$ cat src/bps_regs.vh
`ifndef BPS_REGS_VH
`define BPS_REGS_VH

// ----------------------------------------------------------------
// Register offsets (byte addresses)
// ----------------------------------------------------------------
`define BPS_ADR_CTRL      4'h0
`define BPS_ADR_POL       4'h4
`define BPS_ADR_DELAY     4'h8
`define BPS_ADR_STATUS    4'hc

// ----------------------------------------------------------------
// Control register fields
// ----------------------------------------------------------------
`define BPS_CTRL_LOOP     0
`define BPS_CTRL_TSRC     1
`define BPS_CTRL_PH90     2
`define BPS_CTRL_PREEMP   3
`define BPS_CTRL_ODSKIP   4
`define BPS_CTRL_TIMEU    5
`define BPS_CTRL_W        6
// Loopback off, group bus source, no shift, no pre-emphasis
`define BPS_CTRL_RST      6'h02

// ----------------------------------------------------------------
// Polarity register fields
// ----------------------------------------------------------------
`define BPS_POL_RXCLK     0
`define BPS_POL_RXDRST    1
`define BPS_POL_RXRST     2
`define BPS_POL_TXCLK     3
`define BPS_POL_TXDRST    4
`define BPS_POL_TXRST     5
`define BPS_POL_W         6
`define BPS_POL_RST       6'h00

// ----------------------------------------------------------------
// Delay register fields
// ----------------------------------------------------------------
`define BPS_DLY_TX_LSB    0
`define BPS_DLY_RX_LSB    8
`define BPS_DLY_RST       5'h00

// ----------------------------------------------------------------
// Status register fields
// ----------------------------------------------------------------
`define BPS_STAT_RXBIT    0
`define BPS_STAT_TXBIT    1
`define BPS_STAT_TRI      2
`define BPS_STAT_PHERR    3
`define BPS_STAT_CALLSB   4

// Serial output level out of reset
`define BPS_TX_INIT       1'b1

`endif

$ cat src/bps_delay_line.v
`include "bps_regs.vh"

// Tapped delay line: tap 0 passes the input with one register stage
module bps_delay_line #(
    parameter DEPTH = 32,
    parameter TAP_W = 5
) (
    input  wire             clk_i,
    input  wire             rst_i,
    input  wire             din_i,
    input  wire [TAP_W-1:0] tap_i,
    output reg              dout_o
);
    reg  [DEPTH-1:0] stage_ff;
    wire [DEPTH-1:0] nxt_stage;

    genvar g;
    generate
        for (g = 0; g < DEPTH; g = g + 1)
        begin : g_stage
            if (g == 0)
            begin : g_first
                assign nxt_stage[g] = din_i;
            end
            else
            begin : g_next
                assign nxt_stage[g] = stage_ff[g-1];
            end
        end
    endgenerate

    always @(posedge clk_i)
    begin
        if (rst_i)
        begin
            stage_ff <= {DEPTH{1'b0}};
            dout_o   <= 1'b0;
        end
        else
        begin
            stage_ff <= nxt_stage;
            if (tap_i == {TAP_W{1'b0}})
                dout_o <= din_i;
            else
                dout_o <= stage_ff[tap_i - 1'b1];
        end
    end
endmodule // bps_delay_line

$ cat src/bps_slice.v
`include "bps_regs.vh"

// How it works
// - Loopback on: transmitted serial output returns as receive input.
// - Loop runs transmit serial output (delay line, or skip stage when skip is on) into receive delay input.
// - Group source: tristate output follows controller's four-bit group bus.
// - Per-slice source: tristate input passed through; fabric generates it.
// - Phase option set shifts transmit output a quarter bit; clear, none.
// - Pre-emphasis enable, default off, drives pad buffer pre-emphasis.
// - Receive clock inverted when its polarity bit is one.
// - Receive delay reset inverted when its polarity bit is one.
// - Receive reset inverted through local inverter when bit is one.
// - Transmit clock inverted when its polarity bit is one.
// - Transmit delay reset inverted when its polarity bit is one.
// - Transmit reset inverted through local inverter when bit is one.
// - Output delay skip routes transmit data around delay line; default off.
// - Calibrated time units reserve slices of the nibble for calibration.
// - Polarity inversion happens inside the slice, no extra fabric logic.
module bps_slice #(
    parameter DLY_DEPTH = 32,
    parameter TAP_W     = 5,
    parameter SLOT      = 0,
    parameter QUARTER   = 1,
    parameter CAL_MASK  = 4'h1
) (
    input  wire        clk_i,
    input  wire        rst_i,
    // Wishbone slave
    input  wire        wb_cyc_i,
    input  wire        wb_stb_i,
    input  wire        wb_we_i,
    input  wire [3:0]  wb_adr_i,
    input  wire [3:0]  wb_sel_i,
    input  wire [31:0] wb_dat_i,
    output reg  [31:0] wb_dat_o,
    output reg         wb_ack_o,
    // Slice side signals
    input  wire        receive_clock_i,
    input  wire        receive_reset_i,
    input  wire        receive_delay_reset_i,
    input  wire        transmit_clock_i,
    input  wire        transmit_reset_i,
    input  wire        transmit_delay_reset_i,
    input  wire        tx_data_i,
    input  wire        tristate_i,
    input  wire [3:0]  group_tristate_bus_i,
    output reg         rx_data_o,
    // Pad buffer side
    input  wire        pad_receive_input_i,
    output reg         pad_out_o,
    output reg         pad_oe_n_o,
    output reg         pre_emphasis_o,
    output reg  [3:0]  cal_reserved_o
);

    // ------------------------------------------------------------
    // Configuration registers
    // ------------------------------------------------------------
    reg  [`BPS_CTRL_W-1:0] ctrl_ff;
    reg  [`BPS_POL_W-1:0]  pol_ff;
    reg  [TAP_W-1:0]       tx_tap_ff;
    reg  [TAP_W-1:0]       rx_tap_ff;
    reg  [31:0]            nxt_rdata;
    reg  [31:0]            status;

    wire wb_req  = wb_cyc_i & wb_stb_i & ~wb_ack_o;
    wire wb_wr   = wb_req & wb_we_i;
    wire loop_en = ctrl_ff[`BPS_CTRL_LOOP];
    wire grp_src = ctrl_ff[`BPS_CTRL_TSRC];
    wire ph90    = ctrl_ff[`BPS_CTRL_PH90];
    wire od_skip = ctrl_ff[`BPS_CTRL_ODSKIP];

    // ------------------------------------------------------------
    // Local polarity inverters
    // ------------------------------------------------------------
    // Plain XOR on each incoming line, nothing else in between
    wire rxclk_eff = receive_clock_i ^ pol_ff[`BPS_POL_RXCLK];
    wire rxdrst    = receive_delay_reset_i
                     ^ pol_ff[`BPS_POL_RXDRST];
    wire rxrst     = receive_reset_i ^ pol_ff[`BPS_POL_RXRST];
    wire txclk_eff = transmit_clock_i ^ pol_ff[`BPS_POL_TXCLK];
    wire txdrst    = transmit_delay_reset_i
                     ^ pol_ff[`BPS_POL_TXDRST];
    wire txrst     = transmit_reset_i ^ pol_ff[`BPS_POL_TXRST];

    // ------------------------------------------------------------
    // Clock edge detection
    // ------------------------------------------------------------
    // Slice clocks arrive as levels; rising edges act as strobes
    reg  rxclk_ff;
    reg  txclk_ff;
    wire rx_edge = rxclk_eff & ~rxclk_ff;
    wire tx_edge = txclk_eff & ~txclk_ff;

    always @(posedge clk_i)
    begin
        if (rst_i)
        begin
            // Track the pin level so release brings no false edge
            rxclk_ff <= rxclk_eff;
            txclk_ff <= txclk_eff;
        end
        else
        begin
            rxclk_ff <= rxclk_eff;
            txclk_ff <= txclk_eff;
        end
    end

    // ------------------------------------------------------------
    // Transmit bit and quarter-bit shift
    // ------------------------------------------------------------
    reg             tx_bit_ff;
    reg [QUARTER:0] ph_pipe_ff;

    always @(posedge clk_i)
    begin
        if (rst_i | txrst)
            tx_bit_ff <= `BPS_TX_INIT;
        else if (tx_edge)
            tx_bit_ff <= tx_data_i;
    end

    always @(posedge clk_i)
    begin
        if (rst_i | txrst)
            ph_pipe_ff <= {(QUARTER+1){`BPS_TX_INIT}};
        else
            ph_pipe_ff <= {ph_pipe_ff[QUARTER-1:0], tx_bit_ff};
    end

    // Extra stage only when shifting, so the unshifted path is not delayed
    wire tx_phased = ph90 ? ph_pipe_ff[QUARTER-1] : tx_bit_ff;

    // ------------------------------------------------------------
    // Delay lines and loopback
    // ------------------------------------------------------------
    wire tx_dly_out;
    wire rx_dly_out;

    bps_delay_line #(
        .DEPTH (DLY_DEPTH),
        .TAP_W (TAP_W)
    ) u_out_dly (
        .clk_i  (clk_i),
        .rst_i  (rst_i | txdrst),
        .din_i  (tx_phased),
        .tap_i  (tx_tap_ff),
        .dout_o (tx_dly_out)
    );

    // Skip bypasses the taps but keeps one stage for equal latency
    reg  tx_skip_ff;
    wire tx_serial = od_skip ? tx_skip_ff : tx_dly_out;

    always @(posedge clk_i)
    begin
        if (rst_i)
            tx_skip_ff <= `BPS_TX_INIT;
        else
            tx_skip_ff <= tx_phased;
    end

    // Loop closes after the output delay, before the input delay
    wire rx_src = loop_en ? tx_serial
                          : pad_receive_input_i;

    bps_delay_line #(
        .DEPTH (DLY_DEPTH),
        .TAP_W (TAP_W)
    ) u_in_dly (
        .clk_i  (clk_i),
        .rst_i  (rst_i | rxdrst),
        .din_i  (rx_src),
        .tap_i  (rx_tap_ff),
        .dout_o (rx_dly_out)
    );

    // ------------------------------------------------------------
    // Receive capture and pad outputs
    // ------------------------------------------------------------
    wire tri_sel = grp_src ? group_tristate_bus_i[SLOT]
                           : tristate_i;

    always @(posedge clk_i)
    begin
        if (rst_i | rxrst)
            rx_data_o <= 1'b0;
        else if (rx_edge)
            rx_data_o <= rx_dly_out;
    end

    always @(posedge clk_i)
    begin
        if (rst_i)
        begin
            pad_out_o      <= `BPS_TX_INIT;
            pad_oe_n_o     <= 1'b1;
            pre_emphasis_o <= 1'b0;
            cal_reserved_o <= 4'h0;
        end
        else
        begin
            // Pad output stays driven in loopback; pad input is ignored
            pad_out_o      <= tx_serial;
            pad_oe_n_o     <= tri_sel;
            pre_emphasis_o <= ctrl_ff[`BPS_CTRL_PREEMP];
            cal_reserved_o <= ctrl_ff[`BPS_CTRL_TIMEU]
                              ? CAL_MASK : 4'h0;
        end
    end

    // ------------------------------------------------------------
    // Status
    // ------------------------------------------------------------
    // Delays must be zero under the phase option; flag it, not enforce
    wire ph_err = ph90 & ((tx_tap_ff != {TAP_W{1'b0}})
                        | (rx_tap_ff != {TAP_W{1'b0}}));

    always @*
    begin
        status                    = 32'h0000_0000;
        status[`BPS_STAT_RXBIT]   = rx_data_o;
        status[`BPS_STAT_TXBIT]   = pad_out_o;
        status[`BPS_STAT_TRI]     = pad_oe_n_o;
        status[`BPS_STAT_PHERR]   = ph_err;
        status[`BPS_STAT_CALLSB+3:`BPS_STAT_CALLSB] = cal_reserved_o;
    end

    // ------------------------------------------------------------
    // Wishbone register access
    // ------------------------------------------------------------
    always @(posedge clk_i)
    begin
        if (rst_i)
        begin
            ctrl_ff   <= `BPS_CTRL_RST;
            pol_ff    <= `BPS_POL_RST;
            tx_tap_ff <= `BPS_DLY_RST;
            rx_tap_ff <= `BPS_DLY_RST;
        end
        else if (wb_wr)
        begin
            if (wb_adr_i == `BPS_ADR_CTRL)
            begin
                if (wb_sel_i[0])
                    ctrl_ff <= wb_dat_i[`BPS_CTRL_W-1:0];
            end
            else if (wb_adr_i == `BPS_ADR_POL)
            begin
                if (wb_sel_i[0])
                    pol_ff <= wb_dat_i[`BPS_POL_W-1:0];
            end
            else if (wb_adr_i == `BPS_ADR_DELAY)
            begin
                if (wb_sel_i[0])
                    tx_tap_ff <= wb_dat_i[`BPS_DLY_TX_LSB+TAP_W-1:
                                          `BPS_DLY_TX_LSB];
                if (wb_sel_i[1])
                    rx_tap_ff <= wb_dat_i[`BPS_DLY_RX_LSB+TAP_W-1:
                                          `BPS_DLY_RX_LSB];
            end
        end
    end

    always @*
    begin
        nxt_rdata = 32'h0000_0000;
        if (wb_adr_i == `BPS_ADR_CTRL)
            nxt_rdata[`BPS_CTRL_W-1:0] = ctrl_ff;
        else if (wb_adr_i == `BPS_ADR_POL)
            nxt_rdata[`BPS_POL_W-1:0] = pol_ff;
        else if (wb_adr_i == `BPS_ADR_DELAY)
        begin
            nxt_rdata[`BPS_DLY_TX_LSB+TAP_W-1:`BPS_DLY_TX_LSB] = tx_tap_ff;
            nxt_rdata[`BPS_DLY_RX_LSB+TAP_W-1:`BPS_DLY_RX_LSB] = rx_tap_ff;
        end
        else if (wb_adr_i == `BPS_ADR_STATUS)
            nxt_rdata = status;
    end

    // One wait state; unmapped addresses ack with zero data
    always @(posedge clk_i)
    begin
        if (rst_i)
        begin
            wb_ack_o <= 1'b0;
            wb_dat_o <= 32'h0000_0000;
        end
        else
        begin
            wb_ack_o <= wb_req;
            wb_dat_o <= wb_req ? nxt_rdata : 32'h0000_0000;
        end
    end
endmodule // bps_slice

$ cat config.mk
export PLATFORM = sky130hd
export DESIGN_NAME = bps_slice
export DESIGN_NICKNAME = d
export VERILOG_FILES = /design/src/bps_delay_line.v /design/src/bps_slice.v
export VERILOG_INCLUDE_DIRS = /design/src
export SDC_FILE = /design/constraint.sdc
export NUM_CORES = 1
export LEC_CHECK = 0
export BUFFER_PORTS_ARGS = -buffer_cell sky130_fd_sc_hd__buf_4
export CORE_MARGIN = 3
export CORE_UTILIZATION = 35
export CTS_CLUSTER_SIZE = 20
export DETAILED_ROUTE_END_ITERATION = 8
export MAX_ROUTING_LAYER = met4
export PLACE_DENSITY = 0.65
export SYNTH_ARGS = -nofsm -noshare
export SYNTH_HDL_FRONTEND = slang
export SYNTH_SLANG_ARGS = --single-unit
$ cat constraint.sdc
create_clock -name clk_i -period 2.2 [get_ports clk_i]
set_input_delay 0.11 -clock clk_i [delete_from_list [all_inputs] [get_ports clk_i]]
set_output_delay 0.11 -clock clk_i [all_outputs]
set_load 0.01 [all_outputs]
==> results_dict.tcl, run 1 <==
set metrics [dict create \
    vias 2781 \
    crit_arrival_ns 2.37 \
    cpPeakStageDelay_ns 0.67 \
    pre_cts_slack_ns 0.05916 \
    cap_viol_max_count 0 \
    synth.largest_area_cell "dfxtp_1" \
    ys_top_cells_by_area "dfxtp_1 50%, mux4_2 9.3%, and2_1 8.9%, mux2i_1 6.0%, buf_4 4.1%" \
    wirelength_mm 8.410 \
    critPathCaptureType "flip-flop" \
    dpl.cell_count 597 \
    relSlewSlack 0.6504 \
    combPwrFrac 0.043 \
    cp-start-kind "flip-flop" \
    p_per_area_nw_per_um2 712.9 \
    io_buffers 48 \
    async_reset_ff_frac 0 \
    synth_edf_count 0 \
    grt_pass1_vias 2785 \
    synth_seq_area_share 0.5039 \
    critPathTopFamily "simple AND/OR/NAND/NOR gates" \
    hold_viol_final 0 \
    post-route-drc-count 0 \
    tightest_slew_ns 0.5228 \
    cts_buffer_depth 2 \
    cp.required_ns 2.43 \
    overflow 0 \
    area_delta_synth_final_pct 19.67 \
    min_period_over_period 0.9687 \
    cp.depth 6 \
    path_clk_slew_ns 0.07 \
    p_leak_uw 0.002320 \
    firstDrtPassIters 4 \
    slowest_stage "or4_2" \
    rows 40 \
    drt.antenna.violating_nets 0 \
    root_buffer "clkbuf_16" \
    final_core_util 0.4318 \
    p_sw_frac 0.2181 \
    finalSetupViolations 0 \
    status "finished clean" \
    yosysUniqueCellTypes 43 \
    drtIter0Drc 168 \
    synth_compound_area_frac 0.02548 \
    drv_slew 0 \
    synth_area_sq_um 4370 \
    synth_top_family_by_area "simple AND/OR/NAND/NOR gates" \
    synth.most_common_cell "dfxtp_1" \
    path_max_fanout 11 \
    rsz0062_at_grt "false" \
    finalSetupTns_ns 0 \
    cts_max_level 3 \
    tritoncts "yes" \
    placed_cell_area_sq_um 4875 \
    grt_use_total 0.1275 \
    fillCellCount 1150 \
    muxShareOfSynthArea 0.1841 \
    finClkSkew_ns 0.003823 \
    setup_slack_ns 0.06882 \
    via_per_inst 4.507 \
    die_area_sq_um 13860 \
    synth_flop_cell "dfxtp_1" \
    fin_cells 617 \
    synth.top_cell.area_share 0.5039 \
    p_sw_uw 813.1 \
    ios 99 \
    core_area_sq_um 12110 \
    syn_avg_cell_area_sq_um 11.29 \
    drive_gt1_frac 0.2450 \
    insertion_delay_ns 0.34 \
    numCtsBuffers 9 \
    synth_xor_area_frac 0.01804 \
    antennaDiodeCount 0 \
    die_x_microns 117.7 \
    synthAdderAreaFrac 0.005726 \
    wl_per_cell_microns 13.63 \
    yosys_warnings 0 \
    synth-simple-area-share 0.1904 \
    crit_chain "buf_4 -> or4_2 -> nand2_1 -> mux4_2 -> and3b_1 -> o31a_1" \
    synthCells 387 \
    start_util 0.3608 \
    p_int_uw 2915 \
    antenna_found_initial 0 \
    worst_r2r_path_depth 6 \
    grt_max_degree 35 \
    grt_first_pass_wirelength_mm 13.92 \
    peakVddDrop_mv 0.3688 \
    fp.dieH_microns 117.7 \
    worstHoldPathType "in2reg" \
    critical_path_buf_inv_count 1 \
    synth_common_cells "110 x dfxtp_1, 62 x and2_1, 32 x nor2_1" \
    final_area_sq_um 5230 \
    worstSetupPathType "reg2reg" \
    nNetsFinal 504 \
    fmax_mhz 469.2 \
    fin_crit_ns 2.131 \
    clockPowerShare 0.418 \
    finalWeightedCongestion 0.7947 \
    place_hpwl_mm 6.169 \
    min_path_cells 3 \
    clock-sinks 110 \
    synth_seq_cells 110 \
    share_seq_of_total_power 0.539 \
]
-- metal layers --
metal / track usage / wire length (microns)
met3: 0.04037 / 513
met5: - / 0
met2: 0.1922 / 3736
met1: 0.1673 / 4083
met4: 0.03297 / 76
-- what timing repair did --
item | CTS | global route
resized for setup | 0 | 3
hold buffers | 3 | 0
hold endpoints to repair | 3 | 0
setup buffers | 0 | 1
setup endpoints to repair | 0 | 1
-- layout make-up --
class / count / area [sq um] / area share
Timing Repair Buffer: 67 / 523.0 / 0.1000
Clock inverter: 5 / 41.29 / 0.007895
Tap cell: 168 / 210.2 / 0.04019
Multi-Input combinational cell: 249 / 1973 / 0.3773
Clock buffer: 11 / 252.7 / 0.04833
Inverter: 7 / 26.28 / 0.005024
Sequential cell: 110 / 2203 / 0.4213
-- worst paths after layout --
check	from	endpoint	slack, ns
worst max-delay path	tx_tap_ff[0]	u_out_dly.dout_o	0.07
worst min-delay path	wb_dat_i[12]	rx_tap_ff[4]	0.01
worst max register to register	tx_tap_ff[0]	u_out_dly.dout_o	0.07
worst min register to register	u_out_dly.stage_ff[27]	u_out_dly.stage_ff[28]	0.45
-- flip-flops by register name, indices dropped and copies added, names as in the netlist --
signal,flops
u_in_dly.stage_ff,32
u_out_dly.dout_o,1
cal_reserved_o,1
wb_dat_o,11
rxclk_ff,1
ctrl_ff,6
pol_ff,6
u_in_dly.dout_o,1
rx_data_o,1
pad_out_o,1
wb_ack_o,1
pad_oe_n_o,1
ph_pipe_ff,1
rx_tap_ff,5
tx_tap_ff,5
tx_skip_ff,1
pre_emphasis_o,1
u_out_dly.stage_ff,32
tx_bit_ff,1
txclk_ff,1
-- cell families (layout without fill, tap and decap cells) --
| logic type | Yosys count | count (layout) |
|---|---|---|
| simple gates | 146 | 146 |
| flops | 110 | 110 |
| mux | 51 | 51 |
| buf+inv | 51 | 90 |
| compound gates | 17 | 17 |
| xor+xnor | 9 | 9 |
| fa+ha+maj | 2 | 2 |
| other cells | 1 | 24 |
-- power groups by stage --
| stage | registers [uW] | clock network (uW) | logic [uW] |
|---|---|---|---|
| final | 2010 | 1560 | 162 |
| after detailed placement | 2050 | 0 | 157 |
| after CTS | 2010 | 1590 | 162 |
| after global routing | 2010 | 1680 | 179 |
| after global placement | 2050 | 0 | 155 |
| after floorplan | 2050 | 0 | 114 |
-- metrics by stage --
step | power, uW | hold WS [ns]
floorplan | 2168 | 0.2187
global placement | 2209 | 0.3164
detailed placement | 2211 | 0.3226
CTS | 3759 | 0.006542
global route | 3865 | 0.01981
finish | 3728 | 0.01236
-- layout by cell type (no fill, tap or decap), drive strengths merged, types with 3 or more instances in the layout --
cell type and instances:
dfxtp 110, buf 64, and2 62, nor2 32
mux2i 26, conb 24, mux4 22, clkbuf 11
and3 9, inv 9, nor3 8, xor2 8
nand2 7, nand3 6, nor2b 5, nand2b 4
o21ai 4, a21oi 3, mux2 3, dlygate4sd3 3
-- worst reg2reg max path, delay by kind of cell, from the launching register on --
family / cells / cell delay [ns]
compound gates: 1 / 0.27
buf+inv: 1 / 0.18
flops: 1 / 0.32
mux: 1 / 0.29
simple gates: 3 / 0.96
No activity file was read; power rests on OpenSTA's default activity.
==> run 2: changes to the inputs <==
- CAP_MARGIN: unset -> 30
- SLEW_MARGIN: unset -> 20
- SYNTH_HIERARCHICAL: unset -> 1
==> run 2 against run 1 <==
Effect of this change: critical path type unchanged; worst hold slack worse by 0.0080 ns; maximum frequency up 7.2%; global-route usage down 0.96 points; critical path depth up 1; clock skew up 0.0018 ns; sequential share of layout area up 0.13 points; power down 1.7%; largest cell class unchanged.
==> results_dict.tcl, run 2 <==
set metrics [dict create \
    dr.max_layer_used "met4" \
    clock-sinks 110 \
    drt-met1-wl_mm 3.722 \
    cp.required_ns 2.42 \
    fin_crit_ns 1.989 \
    root_buffer "clkbuf_16" \
    min_from "wb_dat_i[12]" \
    grt_use_total 0.1179 \
    yosysUniqueCellTypes 38 \
    rows 40 \
    grt_pass1_vias 2671 \
    r2r_end "u_in_dly/dout_o" \
    drv_slew 0 \
    synth_area_sq_um 4463 \
    synth_seq_area_share 0.4934 \
    fmax_mhz 502.8 \
    p_int_uw 2846 \
    numCtsBuffers 9 \
    p_per_area_nw_per_um2 703.4 \
    finalWeightedCongestion 0.7771 \
    post-route-drc-count 0 \
    tritoncts "yes" \
    worst-r2r-setup-slack_ns 0.21 \
    critPathCaptureType "flip-flop" \
    routed-wl-met2_mm 3.550 \
    wl_per_cell_microns 13.02 \
    vias 2710 \
    firstDrtPassIters 4 \
    grt_first_pass_wirelength_mm 13.11 \
    path_max_fanout 8 \
    grt_max_degree 35 \
    crit_arrival_ns 2.21 \
    worstSetupPathType "reg2reg" \
    async_reset_ff_frac 0 \
    hold_viol_final 0 \
    peakVddDrop_mv 0.4557 \
    ios 99 \
    combPwrFrac 0.047 \
    synth_flop_cell "dfxtp_1" \
    r2r-start "rx_tap_ff[1]" \
    antennaDiodeCount 0 \
    cp-start-kind "flip-flop" \
    nNetsFinal 493 \
    status "finished clean" \
    via_per_inst 4.472 \
    ys_top_cells_by_area "dfxtp_1 49%, mux4_1 9.4%, nor2b_1 9.3%, mux2i_1 8.5%, buf_4 4.2%" \
    p_sw_frac 0.2236 \
    worstHoldPathType "in2reg" \
    clockPowerShare 0.405 \
    synth.largest_area_cell "dfxtp_1" \
    core_area_sq_um 12260 \
    drive_gt1_frac 0.2100 \
    syn_avg_cell_area_sq_um 11.68 \
    die_area_sq_um 14140 \
    p_sw_uw 819.7 \
    synth.most_common_cell "dfxtp_1" \
    start_util 0.3640 \
    final_common_cell "dfxtp_1" \
    wirelength_mm 7.892 \
    tightest_slew_ns 0.6378 \
    io_buffers 48 \
    worst_r2r_path_depth 7 \
    finalSetupViolations 0 \
    die_x_microns 118.9 \
    reg_top3 "u_in_dly/stage_ff x32, u_out_dly/stage_ff x32, wb_dat_o x11" \
    min_period_over_period 0.9040 \
    path_clk_slew_ns 0.07 \
    drt.antenna.violating_nets 0 \
    cap_viol_max_count 0 \
    synth_edf_count 0 \
    synthCells 382 \
    min_to "rx_tap_ff[4]" \
    drtIter0Drc 170 \
    post_cts_buffers 0 \
    final_cell_mix "110 x dfxtp_1, 66 x nor2b_1, 53 x buf_4, 38 x mux2i_1, 31 x nor2_1" \
    synth_seq_cells 110 \
    overflow 0 \
    yosys_warnings 6 \
    cts_buffer_depth 2 \
    fp.dieH_microns 118.9 \
    p_leak_uw 0.002238 \
    synth.top_cell.area_share 0.4934 \
    antenna_found_initial 0 \
    min_path_cells 3 \
    wl_met3_microns 416 \
    place_hpwl_mm 5.605 \
    finClkSkew_ns 0.005604 \
    insertion_delay_ns 0.35 \
    fillCellCount 1155 \
    synth_common_cells "110 x dfxtp_1, 66 x nor2b_1, 38 x mux2i_1" \
    area_delta_synth_final_pct 16.76 \
    holdWs_ns 0.004370 \
    share_seq_of_total_power 0.548 \
    finalSetupTns_ns 0 \
    cts_max_level 3 \
    relSlewSlack 0.5739 \
    rsz0062_at_grt "false" \
]
-- run 2: changes by cell type in the layout (fill, tap and decap cells not counted), moves of 10 or more --
| cell | change |
|---|---|
| mux4_1 | +12 |
| mux4_2 | -18 |
| and2_1 | -57 |
| mux2i_1 | +12 |
| buf_4 | -10 |
| nor2b_1 | +61 |
-- run 2: cell type report --
type | count | area (sq um) | share of cell area
Inverter | 8 | 30.03 | 0.005762
Clock buffer | 9 | 225.2 | 0.04322
Multi-Input combinational cell | 248 | 2064 | 0.3962
Sequential cell | 110 | 2202 | 0.4226
Timing Repair Buffer | 56 | 427.9 | 0.08211
Tap cell | 168 | 210.2 | 0.04034
Clock inverter | 7 | 51.30 | 0.009844
-- run 2: timing repair --
item	4_1_cts	5_1_grt
resized for setup	0	1
hold buffers	3	0
hold endpoints to repair	3	0
endpoints found under the setup margin	0	1
-- run 2: worst max-delay path by stage --
stage | from | to | slack (ns) | depth (start not counted)
after global placement | tx_tap_ff[1] | u_out_dly/dout_o | 0.23 | 7
after CTS | tx_tap_ff[1] | u_out_dly/dout_o | 0.19 | 7
final | rx_tap_ff[1] | u_in_dly/dout_o | 0.21 | 7
after floorplan | tx_tap_ff[0] | u_out_dly/dout_o | 0.22 | 9
after global routing | rx_tap_ff[1] | u_in_dly/dout_o | 0.03 | 7
after detailed placement | tx_tap_ff[1] | u_out_dly/dout_o | 0.20 | 7
-- run 2: stage by stage --
stage / total power, uW / setup WS (ns) / area (sq um) / util / instances
3_5_place_dp: 2223 / 0.2011 / 4902 / 0.3998 / 587
5_1_grt: 3788 / 0.02653 / 5211 / 0.4250 / 606
6_report: 3665 / 0.2112 / 5211 / 0.4250 / 606
4_1_cts: 3699 / 0.1873 / 5209 / 0.4248 / 606
3_3_place_gp: 2221 / 0.2276 / 4902 / 0.3998 / 587
2_1_floorplan: 2174 / 0.2193 / 4549 / - / 405
-- run 2: cell families (layout without fill, tap and decap cells) --
kind of cell / after synthesis / count (layout) / synth area share
adder cells (fa/ha/maj): 2 / 2 / 0.005606
flip-flops: 110 / 110 / 0.4934
multiplexers: 60 / 60 / 0.1946
AND/OR/NAND/NOR: 134 / 134 / 0.1873
other: 1 / 24 / 0.0008402
XOR/XNOR: 10 / 10 / 0.02299
AO/OA/AOI/OAI: 18 / 18 / 0.03140
buffers and inverters: 47 / 80 / 0.06392
-- run 2: worst max-delay path, stage by stage (launching register included) --
cell      delay, ns
dfxtp_1        0.39
inv_1          0.06
ha_1           0.50
mux4_1         0.36
mux2i_1        0.16
mux2i_1        0.12
a211oi_2       0.21
a211oi_2       0.06
-- run 2: per-layer routing --
layer  vias to the layer above  track usage
li1                       1363            -
met1                      1255       0.1481
met2                        76       0.1783
met3                        16      0.02469
met4                         0      0.06372
met5                         -            -
-- run 2: power by group through the flow --
stage	sequential, uW	combinational, uW	clock (uW)
global route	2010	189	1590
floorplan	2050	120	0
CTS	2010	173	1520
finish	2010	172	1480
detailed placement	2050	169	0
global placement	2050	167	0
==> run 3: changes to the inputs <==
- BUFFER_PORTS_ARGS: -buffer_cell sky130_fd_sc_hd__buf_4 -> unset
- CORE_UTILIZATION: 35 -> 56
- DONT_BUFFER_PORTS: unset -> 1
- PLACE_DENSITY: 0.65 -> 0.81
==> run 3 against run 2 <==
Effect of this change: non-clock buffer count down 28; critical path depth down 2; critical endpoint is now rx_tap_ff[3]; maximum frequency down 0.18%; count of clock-buffer cells in the layout up 2; sequential power about the same; wire length up 2.9%; combinational power down 20%.
==> results_dict.tcl, run 3 (synthesis gave the netlist of run 2 again) <==
set metrics [dict create \
    status "finished clean" \
    drv_slew 0 \
    reg_top3 "u_in_dly/stage_ff x32, u_out_dly/stage_ff x32, wb_dat_o x11" \
    p_int_uw 2630 \
    place_hpwl_mm 5.481 \
    worstHoldPathType "in2reg" \
    fin_crit_ns 1.992 \
    core_area_sq_um 7486 \
    numCtsBuffers 9 \
    final_common_cell "dfxtp_1" \
    grt_use_total 0.1917 \
    share_seq_of_total_power 0.595 \
    nNetsFinal 465 \
    cp-start-kind "flip-flop" \
    drtIter0Drc 58 \
    finalSetupTns_ns 0 \
    clock-sinks 110 \
    p_per_area_nw_per_um2 690.6 \
    worst_r2r_path_depth 5 \
    fmax_mhz 501.9 \
    vias 2667 \
    wl_per_cell_microns 15.96 \
    pre_cts_slack_ns 0.1558 \
    die_x_microns 95.28 \
    p_sw_uw 749.9 \
    min_period_over_period 0.9057 \
    crit_chain "and4b_1 -> nand3_2 -> mux2i_1 -> nor2_1 -> dlygate4sd3_1" \
    finalWeightedCongestion 0.7905 \
    fp.dieH_microns 95.28 \
    final_cell_mix "110 x dfxtp_1, 66 x nor2b_1, 38 x mux2i_1, 31 x nor2_1, 24 x conb_1" \
    overflow 0 \
    critPathTopFamily "simple AND/OR/NAND/NOR gates" \
    insertion_delay_ns 0.36 \
    setup_slack_ns 0.2076 \
    multi_input_area_sq_um 2067 \
    p_leak_uw 0.002059 \
    path_clk_slew_ns 0.10 \
    via_per_inst 5.240 \
    critical_path_buf_inv_count 1 \
    cap_viol_max_count 0 \
    cp.depth 5 \
    hold_viol_final 0 \
    antenna_found_initial 0 \
    min_path_cells 3 \
    drt.antenna.violating_nets 0 \
    root_buffer "clkbuf_8" \
    path_max_fanout 5 \
    tightest_slew_ns 0.5458 \
    crit_arrival_ns 2.25 \
    clockPowerShare 0.364 \
    seq_area_sq_um 2202 \
    rsz0062_at_grt "false" \
    ios 99 \
    start_util 0.5962 \
    relSlewSlack 0.6361 \
    cpPeakStageDelay_ns 0.56 \
    worstSetupPathType "reg2reg" \
    p_sw_frac 0.2218 \
    firstDrtPassIters 4 \
    finClkSkew_ns 0.01362 \
    antennaDiodeCount 0 \
    final_area_sq_um 4895 \
    tritoncts "yes" \
    io_buffers 0 \
    die_area_sq_um 9077 \
    grt_first_pass_wirelength_mm 12.94 \
    post_cts_buffers 0 \
    cts_max_level 3 \
    area_delta_synth_final_pct 9.672 \
    wirelength_mm 8.123 \
    peakVddDrop_mv 0.3710 \
    drive_gt1_frac 0.1073 \
    post-route-drc-count 0 \
    grt_max_degree 34 \
    grt_pass1_vias 2663 \
    placed_cell_area_sq_um 4448 \
    slowest_stage "dlygate4sd3_1" \
    cp.required_ns 2.46 \
    critPathCaptureType "flip-flop" \
    cts_buffer_depth 2 \
    rows 31 \
    combPwrFrac 0.041 \
    fillCellCount 540 \
    finalSetupViolations 0 \
]
## run 3: changes by cell type in the layout (fill, tap and decap cells not counted)
cell	previous run	this run
clkinv_2	2	0
clkbuf_8	0	10
clkbuf_16	9	0
buf_4	53	4
ha_1	1	0
clkinv_4	3	2
clkbuf_1	0	1
bufinv_16	0	1
inv_6	0	2
buf_2	0	1
clkinvlp_4	2	0
dlygate4sd3_1	3	23
ha_2	1	2
## run 3: path summary, 6_finish.rpt
path | slack (ns) | from | end
setup / recovery | 0.21 | wb_ack_o | rx_tap_ff[3]
hold / removal | 0.02 | wb_adr_i[3] | wb_dat_o[3]
setup reg to reg | 0.21 | wb_ack_o | rx_tap_ff[3]
hold reg to reg | 0.46 | u_in_dly/stage_ff[11] | u_in_dly/stage_ff[12]
## run 3: worst reg2reg max path, stage by stage (launching register included)
cell	delay [ns]
dfxtp_1	0.36
and4b_1	0.47
nand3_2	0.24
mux2i_1	0.22
nor2_1	0.05
dlygate4sd3_1	0.56
## run 3: per-stage QoR
step	power [uW]	util	hold WS (ns)	std cells
after floorplan	2174	-	0.1816	405
after global placement	2143	0.5942	0.1852	469
after detailed placement	2145	0.5942	0.1878	469
after CTS	3407	0.6539	0.008485	509
after global routing	3493	0.6539	0.04625	509
final	3380	0.6539	0.01920	509
## run 3: cell type report
type                    count  share of cell area
flip-flops and latches    110              0.4499
multi-input cells         248              0.4223
repair buffers             28             0.05419
clock buffers              11             0.02889
well taps                  99             0.02531
clock inverters             5             0.01329
inverters                   8            0.006135
## run 3: power by group through the flow
stage | clock network [uW] | registers [uW] | logic, uW
after floorplan | 0 | 2050 | 120
after global placement | 0 | 2060 | 87.5
after detailed placement | 0 | 2060 | 88.2
after CTS | 1260 | 2010 | 136
after global routing | 1330 | 2010 | 153
final | 1230 | 2010 | 138
## run 3: what timing repair did
item / in CTS / in global routing
hold buffers: 24 / 0
endpoints found under the setup margin: 0 / 2
hold endpoints to repair: 36 / 0
resized for setup: 0 / 2
## run 3: routing by layer
| layer | part of all wire | global-route usage |
|---|---|---|
| met1 | 0.44 | 0.2328 |
| met3 | 0.065 | 0.04341 |
| met4 | 0.025 | 0.08654 |
| met2 | 0.47 | 0.3050 |
| met5 | 0 | - |
